===== config.mk =====
export PLATFORM = sky130hd
export DESIGN_NAME = pci_top
export DESIGN_NICKNAME = d
export VERILOG_FILES = /design/src/rtl/pci_pkg.sv /design/src/rtl/pci_edge_if.sv /design/src/rtl/pci_edge_det.sv /design/src/rtl/pci_top.sv
export VERILOG_INCLUDE_DIRS = /design/src /design/src/rtl
export SDC_FILE = /design/constraint.sdc
export NUM_CORES = 1
export LEC_CHECK = 0
export BUFFER_PORTS_ARGS = -buffer_cell sky130_fd_sc_hd__buf_4
export CAP_MARGIN = 20
export CORE_MARGIN = 3
export CORE_UTILIZATION = 64
export CTS_CLUSTER_SIZE = 40
export DETAILED_ROUTE_END_ITERATION = 8
export PLACE_DENSITY_LB_ADDON = 0.1
export REMOVE_ABC_BUFFERS = 1
export SKIP_CTS_REPAIR_TIMING = 1
export SYNTH_ARGS = -nofsm -noshare
export SYNTH_HDL_FRONTEND = slang
export SYNTH_HIERARCHICAL = 1
export SYNTH_SLANG_ARGS = --single-unit

===== constraint.sdc =====
create_clock -name clk_i -period 70.8 [get_ports clk_i]
set_clock_uncertainty 0.2 [all_clocks]
set_input_delay 17.7 -clock clk_i [delete_from_list [all_inputs] [get_ports clk_i]]
set_output_delay 17.7 -clock clk_i [all_outputs]
set_load 0.05 [all_outputs]

===== src/rtl/pci_params.svh =====
// Contract
// - Rising-edge enable set: each low-to-high pin transition raises a change request.
// - Falling-edge enable set: each high-to-low pin transition raises a change request.
// - Both enables set: one pulse yields two separate change requests; here the second edge is dropped while status bit 0 is set.
// - Detect only with enable-one bit 3, module enable bit 15, change flag clear.
// - Edge detection keeps working in sleep, independent of processor clock gating.
// - A detected edge sets that pin's individual change flag.
// - Pin change flag stays set until software writes zero; hardware never clears it.
// - Port summary flag is set while any pin flag of that port is set.
// - Port summary flag clears only when all sixteen pin flags are clear.
// - Edge during read-modify-write clear leaves the flag set afterwards.
// - Each pin has its own weak pull-up and weak pull-down enable bit.
// - Configuration register bit 15 enables the module, resets zero, bits 14-0 read zero.
// - Summary register is read-only; bits 0-6 are ports A-G, bits 15-7 read zero.
`ifndef PCI_PARAMS_SVH
`define PCI_PARAMS_SVH
`default_nettype none

// =============================================================================
// Register word addresses.
`define PCI_ADDR_CFG      8'h00
`define PCI_ADDR_SUMMARY  8'h01
`define PCI_ADDR_IEN1     8'h02
`define PCI_ADDR_ISTAT    8'h03
`define PCI_ADDR_IMASK    8'h04

// =============================================================================
// Per-port window: address bits [7:6] select it, [5:3] the port, [2:0] the field.
`define PCI_PORT_WIN      2'h1
`define PCI_FLD_RISE      3'h0
`define PCI_FLD_FALL      3'h1
`define PCI_FLD_FLAG      3'h2
`define PCI_FLD_PULLUP    3'h3
`define PCI_FLD_PULLDN    3'h4

// =============================================================================
// Field positions and reset values.
`define PCI_CFG_EN_BIT    15
`define PCI_IEN1_BIT      3
`define PCI_IST_CHANGE    0
`define PCI_IST_IDLE      1
`define PCI_IST_W         2
`define PCI_RST_WORD      16'h0000
`define PCI_ALL_ONES      16'hFFFF

`default_nettype wire
`endif


===== src/rtl/pci_pkg.sv =====
`include "pci_params.svh"
`default_nettype none

// =============================================================================
// Shared types of the pin change unit.
package pci_pkg;

	// One register word on the software port.
	typedef logic [15:0] pci_word_t;

	// Field selector inside one port's register window.
	typedef enum logic [2:0] {
		PCI_F_RISE   = `PCI_FLD_RISE,
		PCI_F_FALL   = `PCI_FLD_FALL,
		PCI_F_FLAG   = `PCI_FLD_FLAG,
		PCI_F_PULLUP = `PCI_FLD_PULLUP,
		PCI_F_PULLDN = `PCI_FLD_PULLDN
	} pci_field_t;

endpackage

`default_nettype wire


===== src/rtl/pci_edge_if.sv =====
`default_nettype none

// =============================================================================
// Edge events of one port, from the detector to the flag logic.
interface pci_edge_if #(
	parameter int W = 16
);
	logic [W-1:0] rise;
	logic [W-1:0] fall;

	modport det  (output rise, output fall);
	modport core (input  rise, input  fall);
endinterface

`default_nettype wire


===== src/rtl/pci_edge_det.sv =====
`default_nettype none

// =============================================================================
// Per-port edge detector: two-stage synchroniser, then compare with last level.
module pci_edge_det #(
	parameter int W = 16
) (
	// Clock and synchronised reset.
	input  wire logic         clk_i,
	input  wire logic         rst_n_i,
	// Asynchronous pin levels.
	input  wire logic [W-1:0] pin_i,
	// Edge events.
	pci_edge_if.det           edges
);

	logic [W-1:0] meta_reg;
	logic [W-1:0] meta_next;
	logic [W-1:0] sync_reg;
	logic [W-1:0] sync_next;
	logic [W-1:0] prev_reg;
	logic [W-1:0] prev_next;

	// The first stage feeds only the second; edges are judged on stable levels.
	always_comb begin
		meta_next = pin_i;
		sync_next = meta_reg;
		prev_next = sync_reg;
	end

	// This runs on the always-on clock, so it keeps catching edges in sleep.
	always_ff @(posedge clk_i or negedge rst_n_i) begin
		if (!rst_n_i) begin
			meta_reg <= '0;
			sync_reg <= '0;
			prev_reg <= '0;
		end else begin
			meta_reg <= meta_next;
			sync_reg <= sync_next;
			prev_reg <= prev_next;
		end
	end

	// Both directions are reported independently, so a pulse gives two events.
	assign edges.rise = sync_reg & ~prev_reg;
	assign edges.fall = ~sync_reg & prev_reg;

endmodule

`default_nettype wire


===== src/rtl/pci_top.sv =====
// Decided for this implementation: strobed register access and the register addresses.
`include "pci_params.svh"
`default_nettype none

// =============================================================================
// Pin change interrupt unit: edge enables, sticky pin flags, port summaries,
// weak pull controls and the change request towards the processor.
module pci_top #(
	parameter int NPORT = 7,
	parameter int NPIN  = 16
) (
	// Clock and reset.
	input  wire logic                        clk_i,
	input  wire logic                        rstn_i,
	// Register port.
	input  wire logic [7:0]                  addr_i,
	input  wire logic [15:0]                 wdata_i,
	input  wire logic                        wr_i,
	input  wire logic                        rd_i,
	output logic      [15:0]                 rdata_o,
	// Input pins, one row per port.
	input  wire logic [NPORT-1:0][NPIN-1:0]  pin_i,
	// Weak pull controls, one row per port.
	output logic      [NPORT-1:0][NPIN-1:0]  pullup_en_o,
	output logic      [NPORT-1:0][NPIN-1:0]  pulldown_en_o,
	// Towards the processor interrupt logic.
	output logic                             chg_req_o,
	output logic                             irq_o
);

	// =========================================================================
	// Address decoding helpers.

	// True when the address falls inside an implemented port window.
	function automatic logic is_port_addr(input logic [7:0] a);
		is_port_addr = (a[7:6] == `PCI_PORT_WIN) && (int'(a[5:3]) < NPORT);
	endfunction

	// Port number of a window address.
	function automatic logic [2:0] port_of(input logic [7:0] a);
		port_of = a[5:3];
	endfunction

	// Field selector of a window address.
	function automatic pci_pkg::pci_field_t field_of(input logic [7:0] a);
		field_of = pci_pkg::pci_field_t'(a[2:0]);
	endfunction

	// =========================================================================
	// Reset release.

	logic [1:0] rst_sync_reg;
	logic       rst_n;

	// Reset asserts at once but releases only after two clean clock edges.
	always_ff @(posedge clk_i or negedge rstn_i) begin
		if (!rstn_i) begin
			rst_sync_reg <= 2'h0;
		end else begin
			rst_sync_reg <= {rst_sync_reg[0], 1'b1};
		end
	end

	assign rst_n = rst_sync_reg[1];

	// =========================================================================
	// Edge detectors.

	logic [NPORT-1:0][NPIN-1:0] rise_ev;
	logic [NPORT-1:0][NPIN-1:0] fall_ev;

	pci_edge_if #(.W(NPIN)) eif [NPORT] ();

	// One detector per port; the event lines are flattened for the flag logic.
	for (genvar g = 0; g < NPORT; g++) begin : g_port
		pci_edge_det #(
			.W(NPIN)
		) u_det (
			.clk_i  (clk_i),
			.rst_n_i(rst_n),
			.pin_i  (pin_i[g]),
			.edges  (eif[g])
		);
		assign rise_ev[g] = eif[g].rise;
		assign fall_ev[g] = eif[g].fall;
	end

	// =========================================================================
	// Register state.

	logic [NPORT-1:0][NPIN-1:0] rise_en_reg;
	logic [NPORT-1:0][NPIN-1:0] rise_en_next;
	logic [NPORT-1:0][NPIN-1:0] fall_en_reg;
	logic [NPORT-1:0][NPIN-1:0] fall_en_next;
	logic [NPORT-1:0][NPIN-1:0] flag_reg;
	logic [NPORT-1:0][NPIN-1:0] flag_next;
	logic [NPORT-1:0][NPIN-1:0] pullup_reg;
	logic [NPORT-1:0][NPIN-1:0] pullup_next;
	logic [NPORT-1:0][NPIN-1:0] pulldn_reg;
	logic [NPORT-1:0][NPIN-1:0] pulldn_next;
	logic                       mod_en_reg;
	logic                       mod_en_next;
	logic                       ien1_reg;
	logic                       ien1_next;
	logic [`PCI_IST_W-1:0]      istat_reg;
	logic [`PCI_IST_W-1:0]      istat_next;
	logic [`PCI_IST_W-1:0]      imask_reg;
	logic [`PCI_IST_W-1:0]      imask_next;
	logic                       chg_req_reg;
	logic                       chg_req_next;
	pci_pkg::pci_word_t         rdata_reg;
	pci_pkg::pci_word_t         rdata_next;

	// =========================================================================
	// Derived status.

	logic [NPORT-1:0] summary;
	logic [NPORT-1:0] summary_next;
	logic             detect_on;
	logic             any_hit;

	// A port summary simply mirrors its flags: set by any, clear only by none.
	always_comb begin
		for (int p = 0; p < NPORT; p++) begin
			summary[p]      = |flag_reg[p];
			summary_next[p] = |flag_next[p];
		end
	end

	// Detection needs both enables and a clear change flag; otherwise edges
	// are tracked by the detectors but not recorded.
	assign detect_on = ien1_reg & mod_en_reg & ~istat_reg[`PCI_IST_CHANGE];

	// =========================================================================
	// Next values for the configuration and per-port registers.

	always_comb begin
		logic          win_wr;
		logic [NPIN-1:0] hit;
		win_wr       = wr_i && is_port_addr(addr_i);
		hit          = '0;
		rise_en_next = rise_en_reg;
		fall_en_next = fall_en_reg;
		pullup_next  = pullup_reg;
		pulldn_next  = pulldn_reg;
		flag_next    = flag_reg;
		mod_en_next  = mod_en_reg;
		ien1_next    = ien1_reg;
		imask_next   = imask_reg;
		any_hit      = 1'b0;

		if (wr_i && addr_i == `PCI_ADDR_CFG) begin
			mod_en_next = wdata_i[`PCI_CFG_EN_BIT];
		end
		if (wr_i && addr_i == `PCI_ADDR_IEN1) begin
			ien1_next = wdata_i[`PCI_IEN1_BIT];
		end
		if (wr_i && addr_i == `PCI_ADDR_IMASK) begin
			imask_next = wdata_i[`PCI_IST_W-1:0];
		end

		for (int p = 0; p < NPORT; p++) begin
			// Writes can only clear flags; a one written leaves the flag alone,
			// which is what makes the invert-and-AND clear safe.
			if (win_wr && port_of(addr_i) == 3'(p)) begin
				case (field_of(addr_i))
					pci_pkg::PCI_F_RISE: begin
						rise_en_next[p] = wdata_i[NPIN-1:0];
					end
					pci_pkg::PCI_F_FALL: begin
						fall_en_next[p] = wdata_i[NPIN-1:0];
					end
					pci_pkg::PCI_F_FLAG: begin
						flag_next[p] = flag_reg[p] & wdata_i[NPIN-1:0];
					end
					pci_pkg::PCI_F_PULLUP: begin
						pullup_next[p] = wdata_i[NPIN-1:0];
					end
					pci_pkg::PCI_F_PULLDN: begin
						pulldn_next[p] = wdata_i[NPIN-1:0];
					end
					default: begin
					end
				endcase
			end
			// Enabled edges in either direction; both may fire for one pulse.
			hit = (rise_ev[p] & rise_en_reg[p]) | (fall_ev[p] & fall_en_reg[p]);
			if (!detect_on) begin
				hit = '0;
			end
			// The set is applied after the clear so a racing edge survives.
			flag_next[p] = flag_next[p] | hit;
			any_hit      = any_hit | (|hit);
		end
	end

	// =========================================================================
	// Next values for interrupt status, request and read data.

	always_comb begin
		istat_next = istat_reg;
		// Reading the status clears it; an event in the same cycle still lands.
		if (rd_i && addr_i == `PCI_ADDR_ISTAT) begin
			istat_next = '0;
		end
		if (any_hit) begin
			istat_next[`PCI_IST_CHANGE] = 1'b1;
		end
		if ((|summary) && !(|summary_next)) begin
			istat_next[`PCI_IST_IDLE] = 1'b1;
		end

		// Request tracks pending flags, and drops as soon as the module is off.
		chg_req_next = (|summary_next) & mod_en_next;

		rdata_next = `PCI_RST_WORD;
		if (rd_i) begin
			if (is_port_addr(addr_i)) begin
				case (field_of(addr_i))
					pci_pkg::PCI_F_RISE:   rdata_next = 16'(rise_en_reg[port_of(addr_i)]);
					pci_pkg::PCI_F_FALL:   rdata_next = 16'(fall_en_reg[port_of(addr_i)]);
					pci_pkg::PCI_F_FLAG:   rdata_next = 16'(flag_reg[port_of(addr_i)]);
					pci_pkg::PCI_F_PULLUP: rdata_next = 16'(pullup_reg[port_of(addr_i)]);
					pci_pkg::PCI_F_PULLDN: rdata_next = 16'(pulldn_reg[port_of(addr_i)]);
					default:               rdata_next = `PCI_RST_WORD;
				endcase
			end else begin
				case (addr_i)
					`PCI_ADDR_CFG: begin
						rdata_next[`PCI_CFG_EN_BIT] = mod_en_reg;
					end
					`PCI_ADDR_SUMMARY: begin
						rdata_next = 16'(summary);
					end
					`PCI_ADDR_IEN1: begin
						rdata_next[`PCI_IEN1_BIT] = ien1_reg;
					end
					`PCI_ADDR_ISTAT: begin
						rdata_next = 16'(istat_reg);
					end
					`PCI_ADDR_IMASK: begin
						rdata_next = 16'(imask_reg);
					end
					default: begin
						rdata_next = `PCI_RST_WORD;
					end
				endcase
			end
		end
	end

	// =========================================================================
	// Register update.

	always_ff @(posedge clk_i or negedge rst_n) begin
		if (!rst_n) begin
			rise_en_reg <= '0;
			fall_en_reg <= '0;
			flag_reg    <= '0;
			pullup_reg  <= '0;
			pulldn_reg  <= '0;
			mod_en_reg  <= 1'b0;
			ien1_reg    <= 1'b0;
			istat_reg   <= '0;
			imask_reg   <= '0;
			chg_req_reg <= 1'b0;
			rdata_reg   <= `PCI_RST_WORD;
		end else begin
			rise_en_reg <= rise_en_next;
			fall_en_reg <= fall_en_next;
			flag_reg    <= flag_next;
			pullup_reg  <= pullup_next;
			pulldn_reg  <= pulldn_next;
			mod_en_reg  <= mod_en_next;
			ien1_reg    <= ien1_next;
			istat_reg   <= istat_next;
			imask_reg   <= imask_next;
			chg_req_reg <= chg_req_next;
			rdata_reg   <= rdata_next;
		end
	end

	// =========================================================================
	// Outputs.

	// Pull enables go straight from their registers to the pad cells.
	assign pullup_en_o   = pullup_reg;
	assign pulldown_en_o = pulldn_reg;
	assign chg_req_o     = chg_req_reg;
	assign rdata_o       = rdata_reg;

	// Level interrupt: high while any unmasked status bit stays set.
	assign irq_o = |(istat_reg & imask_reg);

endmodule

`default_nettype wire


After elaboration in Yosys (flattened, before gate mapping)
Index checks and enable logic that the tools add are counted.
- logic and storage cells: 262
- output and inout port bits: 242
- register bits: 921
- input bits: 140
- bitwise logic cells: 74
- muxes and demuxes: 42
- order comparisons: 2
- equal/unequal tests: 15
- reduce and logical (&&, ||, !) cells: 65
- operators by type and width (kind ; number):
    $and A16 B16 Y16 ; 35
    $mux W16 ; 28
    $bmux W16 S3 ; 5
    $not A16 Y16 ; 14
    $or A16 B16 Y16 ; 14
    $reduce_or A112 Y1 ; 2
    $reduce_or A16 Y1 ; 14
    $pmux W16 S5 ; 1
    $reduce_and A2 Y1 ; 28
    $eq A8 B2 Y1 const B ; 2
    $logic_and A1 B1 Y1 ; 14
    $eq A3 B2 Y1 const B ; 4
    $eq A3 B3 Y1 const B ; 4
    $pmux W3 S3 ; 1
    $eq A8 B1 Y1 const B ; 1
    $eq A8 B3 Y1 const B ; 1
    $logic_not A8 Y1 ; 1
    $eq A3 B1 Y1 const B ; 2
    $logic_not A3 Y1 ; 2
    $or A1 B1 Y1 ; 6
    $lt A3 B4 Y1 const B ; 1
    $mux W1 ; 4
    $reduce_bool A2 Y1 ; 2
    $and A1 B1 Y1 ; 3
    9 further kinds ; 9

Depth between registers and ports, before layout
- depth in word-level cells: 13
- depth in mapped cells: 11
- gate-level depth less buffers: 8

Hierarchy
The synthesis kept the hierarchy.
- modules (own cells, without submodules) (module ; times used ; area each (sq um) ; cells each ; sequential area each (sq um)):
    pci_top ; 1 ; 28671.2 ; 2294 ; 14639.0
    pci_edge_det ; 7 ; 1481.4 ; 80 ; 1201.2

Worst setup path before layout
Ideal clock, no wire load.
- path type: in2reg
- start point: input addr_i[4]
- end point: register rdata_reg[0] (netlist: rdata_o[0])
- stages: 9
- slack: 50.705 ns
- library setup time: 0.138 ns
- arrival time: 19.757 ns
- path buffers: 4
- data required time: 70.462 ns
- path through: clkbuf_1 > buf_2 > buf_2 > buf_1 > mux4_2 > o211ai_1 > o21ai_0 > a2111oi_0 > a21oi_1
- word-level cells in the longest chain between the ends: 5
- elaborated cells on any way between the ends: 19
- those cells by class: 1 x order compare; 3 x eq/ne; 14 x mux; 1 x reduce/logical
- RTL lines (what ; line ; source):
    start, declared ; pci_top.sv:16 ; input wire logic [7:0] addr_i,
    $bmux W16 S3, on equally long branches ; -- ;
    $mux W16, on equally long branches ; -- ;
    $pmux W16 S5 ; pci_top.sv:219 ; case (field_of(addr_i))
    $mux W16 * ; pci_top.sv:218 ; if (is_port_addr(addr_i)) begin
    $mux W16 * ; pci_top.sv:217 ; if (rd_i) begin
    named net rdata_next[0] ; pci_top.sv:112 ; pci_pkg::pci_word_t rdata_next;
    end signal, assigned ; pci_top.sv:267 ; rdata_reg <= `PCI_RST_WORD;
    end signal, assigned ; pci_top.sv:279 ; rdata_reg <= rdata_next;
    end, declared ; pci_top.sv:111 ; pci_pkg::pci_word_t rdata_reg;
The timed path passes the listed nets; every way through them passes the cells marked *. The select of a mux whose other input is x is not followed.
A chain may end at the register's enable or synchronous reset.

==> flow_metrics.tcl <==
set metrics [dict create \
    outcome "completed" \
    drive_gt1_frac 0.4171 \
    ys_types 51 \
    ys_ff_latch 921 \
    syn_area_um2 39040 \
    fin_crit_sh 0.3019 \
    clockPowerShare 0.414 \
    cts.htree.levels 3 \
    antenna_found_initial 7 \
    drt_iter0_markers 3126 \
    pwr-share-comb 0.103 \
    die_height_um 253.0 \
    worst_ep_required_time_ps 71120 \
    nNetsFinal 3297 \
    die_area_um2 64000 \
    gp_congestion 1.007 \
    hold_class "flop to flop" \
    yosysSeqAreaShare 0.5903 \
    ir_worst_vdd_mv 0.03386 \
    remaining_drc_errors 0 \
    clock_latency_ps 660 \
    async_flop_share 1.000 \
    fin_util 0.7642 \
    clock-sinks 921 \
    startpoint_type "input pin" \
    clkSlewWorstSetupHoldPaths_ps 60 \
    power_density_nw_per_um2 26.05 \
    start_util 0.6541 \
    tightest_slew_ps 1125 \
    synth_top_area_cell "dfrtp_1" \
    slew_viol_final 0 \
    slew_headroom 0.2481 \
    hold_violations 0 \
    post-route-min-period_ps 21380 \
    synth.area.top_cells "dfrtp_1 (59%), mux2_2 (13%), mux4_2 (5.1%)" \
    setup_tns_ps 0 \
    ant_nets 0 \
    slowest_stage "nor4_1" \
    ios 382 \
    synth_cells 2854 \
    dp_hpwl_um 89500 \
    cts-root-buf "clkbuf_16" \
    grt_pass1_wl_um 190100 \
    synth-edff-count 0 \
    fin_area_um2 45610 \
    grt_max_degree 150 \
    synth_top_cell_area_share 0.5903 \
    std_cell_rows 89 \
    crit_chain "clkbuf_8 -> buf_4 -> nand4b_1 -> buf_4 -> o41ai_1 -> o21ai_0 -> nor4_1 -> nand4_1 -> nor4_2 -> a21boi_0" \
    wl_per_cell_um 32.61 \
    io_buffers 381 \
    areaGrowthSynthToFinish_pct 16.83 \
    syn_avg_cell_area_um2 13.68 \
    p_sw_w 0.0003086 \
    synth_ff_type "dfrtp_1" \
    drt-pass1-iter-count 6 \
    synth_top_cells_by_count "dfrtp_1 (921), mux2_2 (452), and2b_2 (224), clkbuf_1 (152), o21ai_0 (135)" \
    viasPerCell 6.937 \
    cts_tree "yes" \
    cp_max_fo 51 \
    track_usage 0.4095 \
    rsz0062_at_grt "false" \
    sw_frac_of_total 0.2597 \
    core_area_um2 59690 \
    path_class "input pin to flop" \
    end_kind "flop" \
    grt_pass1_vias 28500 \
    overflow 0 \
    path_common_cell "buf_4" \
    clockBufferDepth 3 \
    dpl-instance-area_um2 42380 \
    cts_buffers 89 \
    arrival_ps 21700 \
    wirelength_um 130500 \
    ys_warn_count 6 \
    clock.fmax_ghz 0.04678 \
    vias 27770 \
    critPathMaxStageDelay_ps 890 \
    die_w_um 253.0 \
    p_int_w 0.0008796 \
    seq_power_share 0.483 \
    p_leak_nw 20.93 \
    setup_viol 0 \
    cap_violations 0 \
    synth_most_common_cell "dfrtp_1" \
]
worst paths after layout:
path | depth (start not counted) | slack (ps) | endpoint | start
max in group asynchronous | 1 | 53700 | rst_sync_reg[1] | rstn_i
min reg2reg | 0 | 140 | g_port[2].u_det/prev_next[8] | g_port[2].u_det/meta_reg[8]
max | 10 | 49420 | chg_req_o | addr_i[4]
max reg2reg | 8 | 66870 | chg_req_o | istat_reg[0]
min in group asynchronous | 0 | 300 | g_port[4].u_det/meta_reg[11] | rst_sync_reg[1]
min | 0 | 140 | g_port[2].u_det/prev_next[8] | g_port[2].u_det/meta_reg[8]
worst max-delay path: cells and delay by family:
| kind | cells | cell delay [ps] |
|---|---|---|
| AOI/OAI and AO/OA | 3 | 680 |
| buffers and inverters | 3 | 1510 |
| and+or+nand+nor | 4 | 1750 |
cell families after synthesis:
family,Yosys count,share of synthesized area
buffers and inverters,216,0.02215
muxes,622,0.2022
and+or+nand+nor,578,0.09582
other,1,0.00009605
AOI/OAI and AO/OA,516,0.08945
DFF,921,0.5903
layout by cell type, fill, tap and decap left out, drive strengths merged, types with 9 or more instances in the layout:
cell	n
a211oi	11
a21oi	38
nand4	32
o21ai	143
o22ai	13
nor3	9
clkinv	21
o211ai	61
bufinv	9
nand2	134
clkbuf	128
mux2	452
nand3	11
a22o	19
nor2	63
buf	425
dfrtp	921
mux4	88
o31ai	80
a22oi	97
and2b	224
o41ai	32
nor4	65
or4b	16
mux2i	82
stage by stage:
step	hold slack (ps)	power [W]	instances	setup WS, ps
after floorplan	131.2	0.0006442	2639	43030
after global placement	131.6	0.0006968	3830	48940
after detailed placement	134.7	0.0007014	3832	48930
after CTS	145.5	0.001189	3993	49640
after global routing	148.1	0.001220	4001	49440
final	143.5	0.001188	4003	49420
routing by layer:
| metal | global-route usage | wire length, µm | vias to the layer above |
|---|---|---|---|
| met5 | 0 | 37 | - |
| met4 | 0.2229 | 8339 | 6 |
| met3 | 0.1061 | 13340 | 410 |
| met2 | 0.6408 | 60820 | 1696 |
| met1 | 0.5312 | 47980 | 14490 |
| li1 | - | - | 11170 |
power groups by stage:
stage               logic (W)  clock network (W)  registers (W)
finish               0.000123           0.000492       0.000574
global route         0.000128           0.000516       0.000576
CTS                  0.000121           0.000495       0.000573
detailed placement   0.000120                  0       0.000582
global placement     0.000117                  0       0.000580
floorplan           0.0000400                  0       0.000604
layout make-up:
cell class                 count  area [µm²]
clock buffer                 126        2527
multi-input combinational   1717       15170
inverter                       1       3.754
clock inverter                35       501.7
antenna                        3       7.507
sequential                   921       23050
tap                          773       967.2
timing repair buffer         427        3386
fill                        3582       14080
(Power assumes the default switching activity.)
